<file path="config.mk">
export PLATFORM = sky130hd
export DESIGN_NAME = sat_params
export DESIGN_NICKNAME = d
export VERILOG_FILES = /design/src/rtl/sat_pkg.sv /design/src/rtl/sat_params.sv
export SDC_FILE = /design/constraint.sdc
export NUM_CORES = 1
export LEC_CHECK = 0
export BUFFER_PORTS_ARGS = -buffer_cell sky130_fd_sc_hd__buf_2
export CORE_MARGIN = 10
export CORE_UTILIZATION = 55
export CTS_BUF_LIST = sky130_fd_sc_hd__clkbuf_8
export DETAILED_ROUTE_END_ITERATION = 10
export PLACE_DENSITY_LB_ADDON = 0.08
export SETUP_SLACK_MARGIN = 0.2
export SYNTH_ARGS = -nofsm -noshare
export SYNTH_HDL_FRONTEND = slang
export SYNTH_SLANG_ARGS = --single-unit
</file>
<file path="constraint.sdc">
create_clock -name pclk -period 7.5 [get_ports pclk]
set_input_delay 0.75 -clock pclk [delete_from_list [all_inputs] [get_ports pclk]]
set_output_delay 0.75 -clock pclk [all_outputs]
set_load 0.05 [all_outputs]
</file>
<file path="src/rtl/sat_pkg.sv">
/*
  sat_pkg: constants, register indices, field layouts and carrier
  types for the servo tuning and fault supervision block.
  assumes a 250 MHz pclk and an APB slave with 12-bit byte addresses.
*/
package sat_pkg;
  // register indices, byte address is four times the index
  localparam logic [9:0] IDX_AUX     = 10'h21E;
  localparam logic [9:0] IDX_STIFF   = 10'h21F;
  localparam logic [9:0] IDX_RSVD_A  = 10'h221;
  localparam logic [9:0] IDX_OS_THR  = 10'h222;
  localparam logic [9:0] IDX_PE_THR  = 10'h223;
  localparam logic [9:0] IDX_TUNE    = 10'h240;
  localparam logic [9:0] IDX_INERTIA = 10'h241;
  localparam logic [9:0] IDX_GAIN    = 10'h242;
  localparam logic [9:0] IDX_FAULT   = 10'h243;
  localparam logic [9:0] IDX_IRQ_STS = 10'h244;
  localparam logic [9:0] IDX_IRQ_CLR = 10'h245;
  localparam logic [9:0] IDX_IRQ_EN  = 10'h246;
  // auxiliary function codes
  localparam logic [2:0] AUX_NORMAL  = 3'h0;
  localparam logic [2:0] AUX_FORCE   = 3'h1;
  localparam logic [2:0] AUX_NO_CW   = 3'h2;
  localparam logic [2:0] AUX_NO_CCW  = 3'h3;
  localparam logic [2:0] AUX_VOLAT   = 3'h5;
  // tuning register fields and modes
  localparam int         TUNE_MODE_LSB = 0;
  localparam int         TUNE_LOOP_BIT = 4;
  localparam logic [1:0] M_MAN   = 2'h0;
  localparam logic [1:0] M_AUTO1 = 2'h1;
  localparam logic [1:0] M_AUTO2 = 2'h2;
  // control modes seen on the drive input
  localparam logic [1:0] CM_POS   = 2'h0;
  localparam logic [1:0] CM_SPEED = 2'h1;
  // threshold ranges and reset values
  localparam logic [15:0] OS_MIN = 16'h0001;
  localparam logic [15:0] OS_MAX = 16'h1770;
  localparam logic [15:0] OS_RST = 16'h1388;
  localparam logic [15:0] PE_MIN = 16'h0001;
  localparam logic [15:0] PE_MAX = 16'h7530;
  localparam logic [15:0] PE_RST = 16'h0BB8;
  localparam logic [31:0] PE_UNIT = 32'h0000000A;
  localparam logic [3:0]  STIFF_RST = 4'h6;
  localparam logic [15:0] INERTIA_RST = 16'h000A;
  localparam logic [7:0]  GAIN_RST = 8'h2D;
  // fault codes
  localparam logic [7:0] FC_NONE  = 8'h00;
  localparam logic [7:0] FC_OVSPD = 8'h07;
  localparam logic [7:0] FC_PERR  = 8'h09;
  // status bits
  localparam int ST_OVSPD = 0;
  localparam int ST_PERR  = 1;
  localparam int ST_SAVE  = 2;
  // speed-loop bandwidth per stiffness level, in Hz
  localparam logic [7:0] BW_HZ [16] = '{8'h0A, 8'h0F, 8'h14, 8'h19, 8'h1E, 8'h23, 8'h2D, 8'h37,
                                        8'h41, 8'h50, 8'h64, 8'h78, 8'h91, 8'hAA, 8'hCD, 8'hFA};
  // periodic inertia save time
  localparam longint unsigned SAVE_MIN = 30;
  localparam longint unsigned CLK_NS   = 4;
  localparam longint unsigned SAVE_CYC = SAVE_MIN * 60 * 1000000000 / CLK_NS;

  typedef struct packed {
    logic        servo_on;
    logic        cw_inh;
    logic        ccw_inh;
    logic [1:0]  ctrl_mode;
    logic [15:0] speed_rpm;
    logic [31:0] pos_err;
    logic [15:0] meas_inertia;
  } sat_in_t;

  typedef struct packed {
    logic        servo_on;
    logic        cw_inh;
    logic        ccw_inh;
    logic        nv_write_en;
    logic        loop_pi;
    logic [7:0]  bw_hz;
    logic [15:0] inertia;
    logic [7:0]  fault_code;
  } sat_out_t;
endpackage

</file>
<file path="src/rtl/sat_params.sv">
/*
  sat_params: parameter registers, auto-tuning sequencer and fault
  supervision of a servo drive, reached over APB.
  assumes drive inputs synchronous to pclk; fault inputs are magnitudes.
*/
// Added by the designer: the APB register port.
`timescale 1ns/10ps

// What this block does
// selector 0: inputs pass through normally
// selector 1: force servo on, ignore inhibits
// selector 2: ignore clockwise inhibit only
// selector 3: ignore counterclockwise inhibit; 4 reserved
// selector 5: no nonvolatile parameter writes
// selector returns to 0 at power-up
// stiffness level maps to bandwidth table
// bandwidth rises with stiffness level
// stiffness applies only in auto modes
// mode 2: fixed inertia, gains from stiffness
// loop field 0 feedforward, 1 PI
// leaving mode 1 for mode 0 or 2 stores measured inertia, gains
// mode 1 stores inertia every 30 minutes
// mode 2 stiffness change updates gains only
// mode 2 to 0 restores manual values
// speed mode overspeed raises fault 07
// position mode excess error raises 09
// faults latch until cleared, code reported
module sat_params
  import sat_pkg::*;
#(
  parameter logic [39:0] SAVE_CYCLES = 40'(sat_pkg::SAVE_CYC)  // periodic save interval
) (
  input  wire logic              pclk,
  input  wire logic              presetn,
  input  wire logic              psel,
  input  wire logic              penable,
  input  wire logic              pwrite,
  input  wire logic [11:0]       paddr,
  input  wire logic [31:0]       pwdata,
  output logic      [31:0]       prdata,
  output logic                   pready,
  output logic                   pslverr,
  input  wire sat_pkg::sat_in_t  drv_in,
  output sat_pkg::sat_out_t      drv_out,
  output logic                   irq
);
  import sat_pkg::*;

  // whole block state in one record
  typedef struct packed {
    logic [2:0]  aux;      // auxiliary function selector
    logic [3:0]  stiff;    // stiffness level
    logic [15:0] os_thr;   // overspeed threshold, rpm
    logic [15:0] pe_thr;   // position error threshold, 10 pulses
    logic [1:0]  mode;     // tuning mode
    logic [1:0]  prev;     // tuning mode one cycle ago
    logic        loop_pi;  // loop structure field
    logic [15:0] inertia;  // inertia ratio setting
    logic [7:0]  bw;       // speed-loop gain as bandwidth
    logic [15:0] snap_in;  // manual inertia kept while auto
    logic [7:0]  snap_bw;  // manual gain kept while auto
    logic [2:0]  sts;      // sticky event status
    logic [2:0]  en;       // interrupt enables
    logic [39:0] tmr;      // periodic save timer
    logic [31:0] rdata;
    logic        ready;
    logic        err;
    logic        irq;
    sat_out_t    o;
  } sat_state_t;

  localparam sat_state_t ST_RST = '{
    aux: AUX_NORMAL, stiff: STIFF_RST, os_thr: OS_RST, pe_thr: PE_RST,
    inertia: INERTIA_RST, bw: GAIN_RST, snap_in: INERTIA_RST, snap_bw: GAIN_RST,
    default: '0};

  sat_state_t s_q;     // registered state
  sat_state_t s_d;     // next state
  logic [9:0] a;       // word index of the access
  logic       wr;      // write taken this edge
  logic       os_hit;  // overspeed seen now
  logic       pe_hit;  // excess error seen now
  logic       save_ev; // inertia stored by hardware
  logic [2:0] clr;     // status bits cleared by software

  // table lookup shared by sequencer and checks
  function automatic logic [7:0] bw_of(input logic [3:0] lvl);
    return BW_HZ[lvl];
  endfunction

  // keep a threshold inside its legal range
  function automatic logic [15:0] clamp(input logic [15:0] v, input logic [15:0] lo,
                                        input logic [15:0] hi);
    if (v < lo) begin
      return lo;
    end
    return (v > hi) ? hi : v;
  endfunction

  // next-state logic
  always_comb begin
    s_d     = s_q;
    a       = paddr[11:2];
    wr      = psel & penable & pwrite & s_q.ready;
    clr     = 3'h0;
    save_ev = 1'b0;

    // apb: data and answer prepared in setup, one access cycle
    s_d.ready = psel & ~penable;
    s_d.rdata = 32'h0;
    s_d.err   = 1'b0;
    if (psel & ~penable) begin
      case (a)
        IDX_AUX:     s_d.rdata = {29'h0, s_q.aux};
        IDX_STIFF:   s_d.rdata = {28'h0, s_q.stiff};
        IDX_RSVD_A:  s_d.rdata = 32'h0;  // reserved slot reads zero
        IDX_OS_THR:  s_d.rdata = {16'h0, s_q.os_thr};
        IDX_PE_THR:  s_d.rdata = {16'h0, s_q.pe_thr};
        IDX_TUNE:    s_d.rdata = {27'h0, s_q.loop_pi, 2'h0, s_q.mode};
        IDX_INERTIA: s_d.rdata = {16'h0, s_q.inertia};
        IDX_GAIN:    s_d.rdata = {24'h0, s_q.bw};
        IDX_FAULT:   s_d.rdata = {24'h0, s_q.o.fault_code};
        IDX_IRQ_STS: s_d.rdata = {29'h0, s_q.sts};
        IDX_IRQ_CLR: s_d.rdata = 32'h0;  // write-only
        IDX_IRQ_EN:  s_d.rdata = {29'h0, s_q.en};
        default:     s_d.err   = 1'b1;   // unmapped: slave error
      endcase
    end

    // software writes; hardware updates below take priority
    if (wr) begin
      case (a)
        IDX_AUX: begin
          // codes above 5 are dropped; reserved code 4 is still stored
          if (pwdata[15:0] <= 16'(AUX_VOLAT)) begin
            s_d.aux = pwdata[2:0];
          end
        end
        IDX_STIFF:   s_d.stiff  = pwdata[3:0];
        IDX_OS_THR:  s_d.os_thr = clamp(pwdata[15:0], OS_MIN, OS_MAX);
        IDX_PE_THR:  s_d.pe_thr = clamp(pwdata[15:0], PE_MIN, PE_MAX);
        IDX_TUNE: begin
          s_d.mode    = pwdata[TUNE_MODE_LSB +: 2];
          s_d.loop_pi = pwdata[TUNE_LOOP_BIT];
        end
        IDX_INERTIA: s_d.inertia = pwdata[15:0];
        IDX_GAIN:    s_d.bw      = pwdata[7:0];
        IDX_IRQ_CLR: clr         = pwdata[2:0];
        IDX_IRQ_EN:  s_d.en      = pwdata[2:0];
        default: ;
      endcase
    end

    // tuning sequencer, driven by mode transitions
    s_d.prev = s_q.mode;
    if (s_q.mode == M_AUTO1 && s_q.prev == M_AUTO1) begin
      s_d.tmr = (s_q.tmr == SAVE_CYCLES - 40'h1) ? 40'h0 : s_q.tmr + 40'h1;
    end else begin
      s_d.tmr = 40'h0;
    end
    if (s_q.prev != s_q.mode) begin
      // leaving manual: remember its values for a later restore
      if (s_q.prev == M_MAN) begin
        s_d.snap_in = s_q.inertia;
        s_d.snap_bw = s_q.bw;
      end
      // leaving auto 1 for manual or auto 2 keeps what was measured
      if (s_q.prev == M_AUTO1 && (s_q.mode == M_AUTO2 || s_q.mode == M_MAN)) begin
        s_d.inertia = drv_in.meas_inertia;
        s_d.bw      = bw_of(s_q.stiff);
        save_ev     = 1'b1;
      end
      // auto 2 back to manual puts the manual values back
      if (s_q.prev == M_AUTO2 && s_q.mode == M_MAN) begin
        s_d.inertia = s_q.snap_in;
        s_d.bw      = s_q.snap_bw;
      end
    end else if (s_q.mode == M_AUTO1) begin
      // auto 1 tracks the gain and saves inertia on the long timer
      s_d.bw = bw_of(s_q.stiff);
      if (s_q.tmr == SAVE_CYCLES - 40'h1) begin
        s_d.inertia = drv_in.meas_inertia;
        save_ev     = 1'b1;
      end
    end else if (s_q.mode == M_AUTO2) begin
      // fixed inertia: only the gain follows the stiffness level
      s_d.bw = bw_of(s_q.stiff);
    end
    // manual and reserved mode 3 leave the gain to software

    // fault detection against the programmed thresholds
    os_hit = (drv_in.ctrl_mode == CM_SPEED) && (drv_in.speed_rpm > s_q.os_thr);
    pe_hit = (drv_in.ctrl_mode == CM_POS)
             && (drv_in.pos_err > 32'({16'h0, s_q.pe_thr} * PE_UNIT));

    // sticky status: a new event beats a clear in the same cycle
    s_d.sts = s_q.sts & ~clr;
    s_d.sts[ST_OVSPD] = s_d.sts[ST_OVSPD] | os_hit;
    s_d.sts[ST_PERR]  = s_d.sts[ST_PERR] | pe_hit;
    s_d.sts[ST_SAVE]  = s_d.sts[ST_SAVE] | save_ev;
    s_d.irq = |(s_d.sts & s_d.en);

    // drive outputs, all taken from flops
    s_d.o.servo_on = (s_q.aux == AUX_FORCE) ? 1'b1 : drv_in.servo_on;
    s_d.o.cw_inh   = (s_q.aux == AUX_FORCE || s_q.aux == AUX_NO_CW)
                     ? 1'b0 : drv_in.cw_inh;
    s_d.o.ccw_inh  = (s_q.aux == AUX_FORCE || s_q.aux == AUX_NO_CCW)
                     ? 1'b0 : drv_in.ccw_inh;
    // volatile mode spares the parameter store from wear
    s_d.o.nv_write_en = (s_q.aux != AUX_VOLAT);
    s_d.o.loop_pi     = s_q.loop_pi;
    s_d.o.bw_hz       = s_q.bw;
    s_d.o.inertia     = s_q.inertia;
    // overspeed is shown first when both are pending
    if (s_d.sts[ST_OVSPD]) begin
      s_d.o.fault_code = FC_OVSPD;
    end else if (s_d.sts[ST_PERR]) begin
      s_d.o.fault_code = FC_PERR;
    end else begin
      s_d.o.fault_code = FC_NONE;
    end
  end

  // state register; power-up clears the selector to normal
  always_ff @(posedge pclk or negedge presetn) begin
    if (!presetn) begin
      s_q <= ST_RST;
    end else begin
      s_q <= s_d;
    end
  end

  assign prdata  = s_q.rdata;
  assign pready  = s_q.ready;
  assign pslverr = s_q.err;
  assign drv_out = s_q.o;
  assign irq     = s_q.irq;
endmodule // sat_params

</file>
==> results.env, run 1 <==
FRACTION_OF_SYNTHESIZED_CELL_AREA_IN_XOR_AND_XNOR_CELLS_PCT=3.76
POWER_DENSITY_nW_PER_UM2=164
STATUS='completed'
FINAL-MAX-SLEW-VIOLATION-COUNT=0
CP_DATA_ARRIVAL_TIME_PS=4670
PLACE.DETAILED.HPWL_UM=21500
FMAX_MHz=231
MAX_CAP_VIOLATIONS=0
CELLLEAKAGEPOWER_nW=5.77
FINAL_CRITICAL_PERIOD_PS=4320
TIMING.RR.START='s_q[176]'
IR_DROP_mV=0.109
TRITONCTS_CLOCK_TREE='yes'
MOSTFREQUENTLAYOUTCELL='sky130_fd_sc_hd__dfrtp_1'
GRT_MAX_DEGREE=116
YS_WARN_COUNT=0
DRT_DRC_VIOLATIONS_LEFT=0
FLOORPLAN.DIE_AREA_UM2=26500
POST_LAYOUT_NONFILLER_INSTANCES=1516
POWER.TOTAL_mW=1.98
POST_SYNTH_MUX_AREA_SHARE_PCT=6.55
SYN_TO_FINAL_GROWTH_PCT=8.29
INITIALDRTVIOLATIONCOUNT=639
YS_TYPES=73
WORST-SETUP-PATH-TYPE='reg2reg'
FIN_WORST_SKEW_PS=12.0
POWER_FRAC_CLOCK_PCT=35.4
SYNTH_TOP_FAMILY_BY_AREA='simple AND/OR/NAND/NOR gates'
SEQ_POWER_SHARE_PCT=53.6
VIAS_PER_CELL=5.82
SYNTH_SEQ_AREA_SHARE_PCT=42.3
TIMING.CRITICAL_PATH.FROM_TYPE='register'
SYNTH-ASYNC-RESET-RATIO_PCT=100
PERIOD_SHARE_PCT=57.6
DPL.CELL_COUNT=1483
START_UTIL_PCT=55.7
GR-USAGE-ALL-LAYERS_PCT=21.3
CTS_MAX_PATH_BUFFERS=2
PLACED_CELL_AREA_UM2=11700
MIN-DELAY-PATH-CLASS='in2async'
DIEWIDTH_UM=163
GRT.OVERFLOW.TOTAL=0
CLK-INSERTION-DELAY-LATE_PS=470
ROUTE.FINAL.WIRE_LENGTH_UM=28900
POSTSYNTHAREAPERCELL_UM2=9.65
MAX_SLEW.WORST_PIN.SLEW_PS=1060
SETUP_VIOL_COUNT_FINAL=0
DOMINANTREGCELLSYNTH='sky130_fd_sc_hd__dfrtp_1'
LAYOUT.CORE_UTILIZATION_PCT=60.3
LAYOUT.CELL_AREA.NON_FILLER_UM2=12100
SYNTH_SEQ_CELLS=188
CLOCK_SINK_COUNT=188
REPORT.FINAL.HOLD_VIOL_COUNT=0
COMPLEX_GATE_FRACTION_OF_THE_SYNTHESIZED_AREA_PCT=15.0
TIMING.CRITICAL_PATH.TO_TYPE='register'
CLOCK_TRANSITION_AT_THE_REGISTER_CLOCK_PINS_ON_THE_WORST_SETUP_AND_HOLD_PATHS_AFTER_CTS_PS=110
SYNTHSIMPLEGATEAREAFRAC_PCT=16.4
CORE_REGION_UM2=20100
GRT_PASS1_VIAS=8417
SWITCHINGPOWER_uW=571
HTREEDEPTH=4
SYNTH_AREA_UM2=11200
CRITICAL_PATH.STARTPOINT='s_q[176]'
FINAL.SETUP.TNS_PS=0
RELSLEWSLACK_PCT=29.4
PORT_BUFFERS=151
COMBINATIONALPOWERSHARE_PCT=11.0
TIMING.CRITICAL_PATH.FANOUT_MAX=5
LAYOUT.FILLER_CELLS=1777
GRT_ANTENNA_BEFORE_REPAIR=2
CTS_BUFFERS=17
DESIGN.FINAL.NETS=1420
CTS_SETUP_BUFFERS=0
P_SW_SHARE_PCT=28.8
ROOT_BUFFER='sky130_fd_sc_hd__clkbuf_8'
SYNTHESIS.INSTANCES=1159
DRIVE_ABOVE_1_SHARE_PCT=21.4
MOST-COMMON-LAYOUT-CELLS='162 x sky130_fd_sc_hd__dfrtp_1, 150 x sky130_fd_sc_hd__buf_2, 105 x sky130_fd_sc_hd__nand2_1'
P_INT_mW=1.41
POST_DRT_WL_PER_CELL_UM=19.0
DETAIL_ROUTE.FIRST_PASS.ITERATIONS=5
DIE_H_UM=163
ANTENNA_VIOLATING_NETS_POST_ROUTE=0
TOP_LEVEL_PORTS=190
RSZ0062_AT_GRT='no'
GRT_FIRST_PASS_WIRELENGTH_UM=45700
FP-ROW-COUNT=52
VIA_COUNT=8830
SYNTH-EDFF-COUNT=0
CTS_STAGE_HOLD_BUFFER_COUNT=0
FINALWEIGHTEDCONGESTION=0.877
POST_SYNTH_FA_HA_MAJ_AREA_FRACTION_PCT=7.89
CRITPATHREQUIREDTIME_PS=7850
POST_CTS_RESIZE_COUNT=0
## power by group through the flow
stage | clock (mW) | sequential [mW] | combinational, mW
after global placement | 0 | 1.08 | 0.215
after floorplan | 0 | 1.08 | 0.153
after global routing | 0.762 | 1.07 | 0.236
after CTS | 0.719 | 1.06 | 0.219
after detailed placement | 0 | 1.08 | 0.218
final | 0.703 | 1.06 | 0.217
## registers in the layout, summed over array words and instances, names as in the netlist
name     count
drv_out     31
s_q        111
pready       1
s_d         27
prdata      16
irq          1
pslverr      1
## Yosys cell counts, types with 6 or more instances
cell / n / share of area (%)
sky130_fd_sc_hd__nor2b_1: 10 / 0.56
sky130_fd_sc_hd__nand2b_1: 9 / 0.50
sky130_fd_sc_hd__o31ai_1: 6 / 0.40
sky130_fd_sc_hd__clkbuf_1: 44 / 1.5
sky130_fd_sc_hd__nand2_1: 105 / 3.5
sky130_fd_sc_hd__dfstp_2: 26 / 6.1
sky130_fd_sc_hd__a21oi_1: 85 / 3.8
sky130_fd_sc_hd__xnor2_1: 21 / 1.6
sky130_fd_sc_hd__ha_1: 69 / 7.7
sky130_fd_sc_hd__a2111oi_0: 16 / 1.3
sky130_fd_sc_hd__nor3_1: 14 / 0.63
sky130_fd_sc_hd__nand3_1: 26 / 1.2
sky130_fd_sc_hd__xor2_1: 27 / 2.1
sky130_fd_sc_hd__buf_2: 6 / 0.27
sky130_fd_sc_hd__nand4_1: 18 / 1.0
sky130_fd_sc_hd__mux2i_1: 35 / 3.1
sky130_fd_sc_hd__or3_1: 12 / 0.67
sky130_fd_sc_hd__a22oi_1: 13 / 0.87
sky130_fd_sc_hd__buf_4: 69 / 4.6
sky130_fd_sc_hd__and4_1: 11 / 0.86
sky130_fd_sc_hd__mux2_2: 32 / 3.2
sky130_fd_sc_hd__and3_1: 10 / 0.56
sky130_fd_sc_hd__nor2_1: 100 / 3.4
sky130_fd_sc_hd__nor4_1: 13 / 0.73
sky130_fd_sc_hd__dfrtp_1: 162 / 36
sky130_fd_sc_hd__o211ai_1: 18 / 1.2
sky130_fd_sc_hd__a222oi_1: 6 / 0.54
sky130_fd_sc_hd__inv_1: 42 / 1.4
sky130_fd_sc_hd__a22o_1: 10 / 0.78
sky130_fd_sc_hd__o21ai_0: 41 / 1.8
sky130_fd_sc_hd__o22a_1: 11 / 0.86
## worst max-delay path, cell delays in order (launching register included)
cell                       delay [ps]
sky130_fd_sc_hd__dfstp_2          590
sky130_fd_sc_hd__ha_1             240
sky130_fd_sc_hd__ha_1             350
sky130_fd_sc_hd__a21oi_1          230
sky130_fd_sc_hd__nor3b_1          290
sky130_fd_sc_hd__a21oi_1          210
sky130_fd_sc_hd__a211o_1          300
sky130_fd_sc_hd__a21oi_1          180
sky130_fd_sc_hd__xor2_1           170
sky130_fd_sc_hd__ha_1             260
sky130_fd_sc_hd__a21oi_1          150
sky130_fd_sc_hd__o21ai_0          160
sky130_fd_sc_hd__a211oi_1         260
sky130_fd_sc_hd__o21ai_0          180
sky130_fd_sc_hd__a31oi_1          450
sky130_fd_sc_hd__o221ai_1         170
## per-stage QoR
| step | worst slack (ps) | hold WS, ps |
|---|---|---|
| detailed placement | 3180 | 395 |
| global route | 2790 | 435 |
| CTS | 3150 | 425 |
| floorplan | 3800 | 349 |
| global placement | 3230 | 406 |
| finish | 3180 | 408 |
## area by class of cell
type / count / area, um^2 / area share [%]
clock buffer: 17 / 234 / 1.93
timing repair buffer: 159 / 825 / 6.81
multi-input combinational: 824 / 5640 / 46.6
inverter: 42 / 158 / 1.30
sequential: 188 / 4740 / 39.1
clock inverter: 15 / 180 / 1.49
antenna: 1 / 2.50 / 0.0207
tap: 270 / 338 / 2.79
## kinds of logic (layout without fill, tap and decap cells)
logic type               Yosys count  count (layout)
multiplexers                      68              68
XOR/XNOR                          48              48
adder cells (fa/ha/maj)           70              70
other                              1              21
AND/OR/NAND/NOR                  363             363
AO/OA/AOI/OAI                    255             255
flip-flops                       188             188
buffers and inverters            166             233
## layer usage
layer / up-vias / track usage [%] / wire length [um]
li1: 4230 / - / -
met1: 4264 / 28.5 / 12800
met2: 299 / 34.3 / 13600
met3: 35 / 4.95 / 2090
met4: 2 / 5.33 / 384
met5: - / 0 / 11
## path summary, 6_finish.rpt
check	to	slack, ps	depth (start not counted)
worst max register to register	irq	3180	15
worst max-delay path	irq	3180	15
min in group pclk	drv_out[32]	420	0
worst min-delay path	drv_out[17]	410	1
max in group asynchronous	s_q[207]	5620	2
worst min register to register	drv_out[32]	420	0
Power figures use the tool's default switching activity.
==> run 2: changes to the inputs <==
--- a/config.mk
+++ b/config.mk
@@ -7,7 +7,7 @@
 export LEC_CHECK = 0
 export BUFFER_PORTS_ARGS = -buffer_cell sky130_fd_sc_hd__buf_2
 export CORE_MARGIN = 10
-export CORE_UTILIZATION = 55
+export CORE_UTILIZATION = 53
 export CTS_BUF_LIST = sky130_fd_sc_hd__clkbuf_8
 export DETAILED_ROUTE_END_ITERATION = 10
 export PLACE_DENSITY_LB_ADDON = 0.08
==> constraint.sdc (replaced) <==
create_clock -name pclk -period 3.75 [get_ports pclk]
set_input_delay 0.375 -clock pclk [delete_from_list [all_inputs] [get_ports pclk]]
set_output_delay 0.375 -clock pclk [all_outputs]
set_load 0.05 [all_outputs]
==> run 2 against run 1 <==
Net effect: critical path depth increased by 3; non-clock buffer count increased by 46; clock skew increased by 8.8 ps; clock power increased by 100%; critical endpoint is now drv_out[0]; core utilization increased by 0.87 points.
==> results.env, run 2 (synthesis gave the netlist of run 1 again) <==
POWER_DENSITY_nW_PER_UM2=313  # +91%
FINAL.SETUP.TNS_PS=0  # unchanged
GRT.OVERFLOW.TOTAL=0  # unchanged
TIMING.CRITICAL_PATH.SLOWEST_STAGE_CELL='sky130_fd_sc_hd__dfstp_2'
MAX_SLEW.WORST_PIN.SLEW_PS=1040  # -13.9 ps
DIE_H_UM=165  # +1.6%
VIAS_PER_CELL=5.80  # -0.36%
DESIGN.FINAL.NETS=1466  # +3.2%
MAX_CAP_VIOLATIONS=0  # unchanged
CLOCK_TRANSITION_AT_THE_REGISTER_CLOCK_PINS_ON_THE_WORST_SETUP_AND_HOLD_PATHS_AFTER_CTS_PS=100  # about the same
FLOORPLAN.DIE_AREA_UM2=27300  # +3.3%
MOSTFREQUENTLAYOUTCELL='sky130_fd_sc_hd__dfrtp_1'
FINALWEIGHTEDCONGESTION=0.906  # +3.4%
TIMING.CRITICAL_PATH.FROM_TYPE='register'
TOP_LEVEL_PORTS=190  # unchanged
TRITONCTS_CLOCK_TREE='yes'
SWITCHINGPOWER_mW=1.16  # +100%
START_UTIL_PCT=53.6  # -2.1 points
LAYOUT.CORE_UTILIZATION_PCT=61.1  # +0.87 points
CRITICAL_PATH.MAX_STAGE_DELAY_PS=590  # about the same
LARGEST_REG_FLOPS=111  # unchanged
COUNT_OF_BUFFERING_CELLS_ON_THE_CRITICAL_PATH_WITH_INVERTERS_INCLUDED=4  # +4
SYN_TO_FINAL_GROWTH_PCT=14.1
P_SW_SHARE_PCT=29.0  # +0.25 points
CRITICAL-PATH-TOP-CELL-BY-COUNT='sky130_fd_sc_hd__buf_6'
GRT_PASS1_VIAS=8821  # +4.8%
HTREEDEPTH=4  # unchanged
ROOT_BUFFER='sky130_fd_sc_hd__clkbuf_8'
GR-USAGE-ALL-LAYERS_PCT=22.4  # +1.1 points
POWER_FRAC_CLOCK_PCT=35.6  # +0.2 points
INITIALDRTVIOLATIONCOUNT=748  # +17%
GRT_ANTENNA_BEFORE_REPAIR=6  # +4
PLACED_CELL_AREA_UM2=12000  # +2.3%
PORT_BUFFERS=151  # unchanged
STATUS='completed'
ANTENNA_VIOLATING_NETS_POST_ROUTE=0  # unchanged
CORE_REGION_UM2=20900  # +3.9%
LAYOUT.CELL_AREA.NON_FILLER_UM2=12800  # +5.4%
ROUTE.FINAL.WIRE_LENGTH_UM=30900  # +7.2%
DETAIL_ROUTE.FIRST_PASS.ITERATIONS=7  # +2
WORST-SETUP-PATH-TYPE='reg2reg'
GRT_MAX_DEGREE=97  # -16%
PLACE.DETAILED.HPWL_UM=22600  # +5.1%
RSZ0062_AT_GRT='yes'
IR_DROP_mV=0.232  # +110%
COMBINATIONALPOWERSHARE_PCT=11.2  # +0.2 points
CRITICAL-PATH-TOP-DELAY-FAMILY='compound AO/OA/AOI/OAI gates'
POST_DRT_WL_PER_CELL_UM=19.7  # +3.5%
MOST-COMMON-LAYOUT-CELLS='162 x sky130_fd_sc_hd__dfrtp_1, 150 x sky130_fd_sc_hd__buf_2, 104 x sky130_fd_sc_hd__nand2_1'
SEQ_POWER_SHARE_PCT=53.3  # -0.3 points
P_INT_mW=2.84  # +100%
CTS_BUFFERS=17  # unchanged
CTS_MAX_PATH_BUFFERS=2  # unchanged
DRT_DRC_VIOLATIONS_LEFT=0  # unchanged
TIMING.CRITICAL_PATH.TO_TYPE='register'
CRITICAL_PATH_CELL_SEQUENCE='buf_6 -> ha_4 -> ha_4 -> a21oi_2 -> nor3b_4 -> a21oi_4 -> buf_6 -> buf_6 -> a21oi_2 -> o21bai_1 -> xnor2_1 -> ha_1 -> and4_4 -> nand2_2 -> o41a_1 -> a31oi_4 -> buf_6 -> nand2_1'
DIEWIDTH_UM=165  # +1.6%
MIN-DELAY-PATH-CLASS='in2reg'
RELSLEWSLACK_PCT=30.1  # +0.69 points
CLK-INSERTION-DELAY-LATE_PS=480  # about the same
FMAX_MHz=271  # +17%
FINAL-MAX-SLEW-VIOLATION-COUNT=0  # unchanged
CRITPATHREQUIREDTIME_PS=4120  # -3730 ps
CP_DATA_ARRIVAL_TIME_PS=4050  # -620 ps
DRIVE_ABOVE_1_SHARE_PCT=26.3  # +5.0 points
LARGEST_REGISTER='s_q'
FP-ROW-COUNT=53  # +1.9%
CELLLEAKAGEPOWER_nW=6.02  # +4.4%
FINAL_CRITICAL_PERIOD_PS=3690  # -637 ps
CLOCK_SINK_COUNT=188  # unchanged
VIA_COUNT=9112  # +3.2%
TIMING.CRITICAL_PATH.FANOUT_MAX=4  # -1
SETUP_VIOL_COUNT_FINAL=0  # unchanged
FIN_WORST_SKEW_PS=20.8  # +8.81 ps
REPORT.FINAL.HOLD_VIOL_COUNT=0  # unchanged
PERIOD_SHARE_PCT=98.3  # +41 points
GRT_FIRST_PASS_WIRELENGTH_UM=48600  # +6.4%
==> run 2: final timing paths <==
check	from	depth (start not counted)	endpoint	slack, ps
setup / recovery	s_q[175]	18	drv_out[0]	60
max in group asynchronous	presetn	3	s_d[9]	2300
hold / removal	drv_in[68]	2	drv_out[36]	90
min in group asynchronous	presetn	2	prdata[11]	550
setup reg to reg	s_q[175]	18	drv_out[0]	60
hold reg to reg	s_d[32]	0	drv_out[32]	410
==> run 2: area by class of cell <==
type,instances,area [um^2]
antenna,4,10.0
clock buffer,17,234
multi-input combinational,824,5890
sequential,188,4740
timing repair buffer,205,1210
clock inverter,15,180
inverter,42,158
tap,275,344
fill,1789,8120
==> run 2: through the flow <==
step / hold slack [ps] / std cells / total power [mW] / worst slack [ps]
3_3_place_gp: 382 / 1520 / 2.60 / -115
4_1_cts: 70.8 / 1563 / 4.02 / 101
2_1_floorplan: 79.4 / 1178 / 2.46 / 209
3_5_place_dp: 387 / 1520 / 2.61 / -188
5_1_grt: 69.2 / 1568 / 4.16 / -70.7
6_report: 92.7 / 1570 / 4.00 / 64.9
==> run 2: power by group through the flow <==
stage | logic (mW) | registers (mW) | clock network, mW
finish | 0.447 | 2.13 | 1.42
floorplan | 0.306 | 2.15 | 0
detailed placement | 0.441 | 2.17 | 0
global placement | 0.435 | 2.17 | 0
CTS | 0.447 | 2.13 | 1.45
global route | 0.488 | 2.14 | 1.54
==> run 2: repair_timing <==
item / CTS / global route
endpoints found under the hold margin: 13 / 0
resized for setup: 34 / 14
hold buffers: 1 / 0
buffers inserted: 10 / 3
pin swaps: 28 / 15
setup endpoints to repair: 4 / 4
==> run 2: layer usage <==
layer	track usage (%)	up-vias	wire, um
li1	-	4326	-
met1	30.8	4418	13600
met2	35.4	329	14400
met3	4.76	35	2400
met4	5.87	4	544
met5	0	-	21
==> run 3: changes to the inputs <==
--- a/config.mk
+++ b/config.mk
@@ -7,8 +7,8 @@
 export LEC_CHECK = 0
 export BUFFER_PORTS_ARGS = -buffer_cell sky130_fd_sc_hd__buf_2
 export CORE_MARGIN = 10
-export CORE_UTILIZATION = 53
-export CTS_BUF_LIST = sky130_fd_sc_hd__clkbuf_8
+export CORE_UTILIZATION = 52
+export CTS_BUF_LIST = sky130_fd_sc_hd__clkbuf_16
 export DETAILED_ROUTE_END_ITERATION = 10
 export PLACE_DENSITY_LB_ADDON = 0.08
 export SETUP_SLACK_MARGIN = 0.2
==> run 3 against run 2 <==
Net effect: register-to-register slack improved by 70 ps; final area is 0.54% higher; total power increased by 7.5%; clock skew fell by 13 ps; non-clock buffer count shrank 3; hold slack worse by 92 ps; largest power group unchanged.
==> results.env, run 3 (synthesis gave the netlist of run 1 again) <==
CRITICAL_PATH_CELL_SEQUENCE='buf_4 -> ha_1 -> ha_1 -> a21oi_4 -> buf_4 -> a21oi_2 -> a21o_1 -> nor2_1 -> xor2_1 -> ha_1 -> and4_4 -> nand2_2 -> o41a_1 -> a31oi_2 -> buf_6 -> o221ai_2'
HTREEDEPTH=4  # unchanged
FINAL-MAX-SLEW-VIOLATION-COUNT=0  # unchanged
LAYOUT.FILLER_CELLS=1867  # +4.4%
MOST-COMMON-LAYOUT-CELLS='162 x sky130_fd_sc_hd__dfrtp_1, 150 x sky130_fd_sc_hd__buf_2, 103 x sky130_fd_sc_hd__nand2_1'
TIMING.CRITICAL_PATH.TO_TYPE='register'
CLOCK_SINK_COUNT=188  # unchanged
CRITICAL_PATH.MAX_STAGE_DELAY_PS=550  # -40 ps
MOSTFREQUENTLAYOUTCELL='sky130_fd_sc_hd__dfrtp_1'
COUNT_OF_BUFFERING_CELLS_ON_THE_CRITICAL_PATH_WITH_INVERTERS_INCLUDED=3  # -1
FIN_WS_PS=137  # +71.6 ps
DRT_DRC_VIOLATIONS_LEFT=0  # unchanged
GRT.OVERFLOW.TOTAL=0  # unchanged
GRT_ANTENNA_BEFORE_REPAIR=3  # -3
ROUTE.FINAL.WIRE_LENGTH_UM=30900  # -0.14%
FMAX_MHz=277  # +2.0%
TOP_LEVEL_PORTS=190  # unchanged
MAX_SLEW.WORST_PIN.SLEW_PS=1160  # +120 ps
POST_LAYOUT_NONFILLER_INSTANCES=1564  # -0.38%
DIE_H_UM=167  # +0.84%
LARGEST_REG_FLOPS=111  # unchanged
INITIALDRTVIOLATIONCOUNT=693  # -7.4%
VIA_COUNT=9102  # -0.11%
CELLLEAKAGEPOWER_nW=6.05  # +0.50%
FP-ROW-COUNT=53  # unchanged
REG2REGPATHDEPTH=16  # -2
POWER_DENSITY_nW_PER_UM2=335  # +6.9%
GRT_FIRST_PASS_WIRELENGTH_UM=49300  # +1.5%
FINAL_CRITICAL_PERIOD_PS=3610  # -71.6 ps
SETUP_VIOL_COUNT_FINAL=0  # unchanged
MAX_CAP_VIOLATIONS=0  # unchanged
SYN_TO_FINAL_GROWTH_PCT=14.7
CLOCK_TRANSITION_AT_THE_REGISTER_CLOCK_PINS_ON_THE_WORST_SETUP_AND_HOLD_PATHS_AFTER_CTS_PS=70  # -30 ps
HIGHEST_LAYER='met5'
RELSLEWSLACK_PCT=22.5  # -7.5 points
START_UTIL_PCT=53.1  # -0.51 points
CRITPATHREQUIREDTIME_PS=4060  # -60 ps
TIMING.REG2REG.SETUP_SLACK_PS=140  # +70 ps
PRECTSSETUPSLACK_PS=-118  # +70.2 ps
TIMING.RR.START='s_q[178]'
FIN_WORST_SKEW_PS=8.05  # -12.7 ps
MIN-DELAY-PATH-CLASS='in2async'
DRIVE_ABOVE_1_SHARE_PCT=26.2  # -0.17 points
LARGEST_REGISTER='s_q'
DPL.CELL_COUNT=1518  # -0.13%
IR_DROP_mV=0.311  # +34%
WIRELENGTH_MET1_UM=14000  # +2.9%
ROOT_BUFFER='sky130_fd_sc_hd__clkbuf_16'
CORE_REGION_UM2=21100  # +0.95%
GR-USAGE-ALL-LAYERS_PCT=21.7  # -0.73 points
POWER.TOTAL_mW=4.30  # +7.5%
CTS_MAX_PATH_BUFFERS=2  # unchanged
RSZ0062_AT_GRT='yes'
CLK-INSERTION-DELAY-LATE_PS=430  # -50 ps
FLOORPLAN.DIE_AREA_UM2=27800  # +1.7%
TRITONCTS_CLOCK_TREE='yes'
PERIOD_SHARE_PCT=96.4  # -1.9 points
REG_TO_REG_CRITICAL_PATH_ENDPOINT='irq'
REPORT.FINAL.HOLD_VIOL_COUNT=0  # unchanged
TIMING.CRITICAL_PATH.SLOWEST_STAGE_CELL='sky130_fd_sc_hd__dfstp_2'
STATUS='completed'
CTS_BUFFERS=17  # unchanged
PLACE.DETAILED.HPWL_UM=22800  # +0.60%
GRT_MAX_DEGREE=95  # -2.1%
WORST-SETUP-PATH-TYPE='reg2reg'
DIEWIDTH_UM=167  # +0.84%
MET2_LENGTH_UM=14500  # +0.83%
DESIGN.FINAL.NETS=1463  # -0.20%
FINALWEIGHTEDCONGESTION=0.892  # -1.6%
CTS_STAGE_HOLD_BUFFER_COUNT=0  # -1
PORT_BUFFERS=151  # unchanged
CRITICAL-PATH-TOP-DELAY-FAMILY='compound AO/OA/AOI/OAI gates'
ANTENNA_VIOLATING_NETS_POST_ROUTE=0  # unchanged
LAYOUT.CORE_UTILIZATION_PCT=60.9  # -0.25 points
CP_DATA_ARRIVAL_TIME_PS=3930  # -120 ps
DR_WL_MET3_UM=1790  # -26%
POST_DRT_WL_PER_CELL_UM=19.7  # +0.25%
VIAS_PER_CELL=5.82  # +0.27%
GRT_PASS1_VIAS=8896  # +0.85%
CRITICAL-PATH-TOP-CELL-BY-COUNT='sky130_fd_sc_hd__ha_1'
TIMING.CRITICAL_PATH.FROM_TYPE='register'
DETAIL_ROUTE.FIRST_PASS.ITERATIONS=5  # -2
TIMING.CRITICAL_PATH.FANOUT_MAX=4  # unchanged
## run 3: worst register-to-register path, delay by kind of cell (launching register included)
kind / cells / cell delay, ps
adder cells (fa/ha/maj): 3 / 900
flip-flops: 1 / 550
XOR/XNOR: 1 / 90
AO/OA/AOI/OAI: 6 / 1110
buffers and inverters: 3 / 410
AND/OR/NAND/NOR: 3 / 440
## run 3: power by group
part	internal, mW	total, mW	switching (mW)
logic	0.134	0.445	0.311
clock network	0.913	1.72	0.806
registers	2.08	2.13	0.0460
total	3.13	4.30	1.16
## run 3: how the worst max path moves through the flow
| stage | from | endpoint | slack, ps | cells past startpoint |
|---|---|---|---|---|
| finish | s_q[178] | irq | 140 | 16 |
| global route | s_q[174] | irq | -20 | 16 |
| CTS | s_q[174] | irq | 190 | 16 |
| detailed placement | s_q[176] | irq | -120 | 16 |
| global placement | s_q[176] | irq | -70 | 16 |
| floorplan | s_q[176] | irq | 210 | 14 |
## run 3: final cells by class
cell class | count | area (um^2) | share of cell area, %
clock buffers | 17 | 425 | 3.31
diodes | 1 | 2.50 | 0.0195
well taps | 275 | 344 | 2.68
repair buffers | 202 | 1170 | 9.12
clock inverters | 15 | 123 | 0.955
inverters | 42 | 158 | 1.23
multi-input cells | 824 | 5880 | 45.8
flip-flops and latches | 188 | 4740 | 36.9
## run 3: through the flow
step           cell area, um^2  setup TNS, ps  hold slack (ps)
6_report                 12800              0            0.986
5_1_grt                  12800          -16.4             52.0
4_1_cts                  12700              0             24.2
3_5_place_dp             12000           -192              384
3_3_place_gp             12000          -70.0              392
2_1_floorplan            11300              0             79.4
## run 3: repair_timing
item | CTS | global route
gates resized for setup | 31 | 12
pin swaps | 27 | 19
endpoints found under the setup margin | 4 | 4
setup buffers | 5 | 8
## run 3: metal layers
layer  up-vias  GRT usage, %
met4         4          6.38
li1       4324             -
met5         -             0
met1      4468          29.2
met3        44          4.52
met2       262          34.4
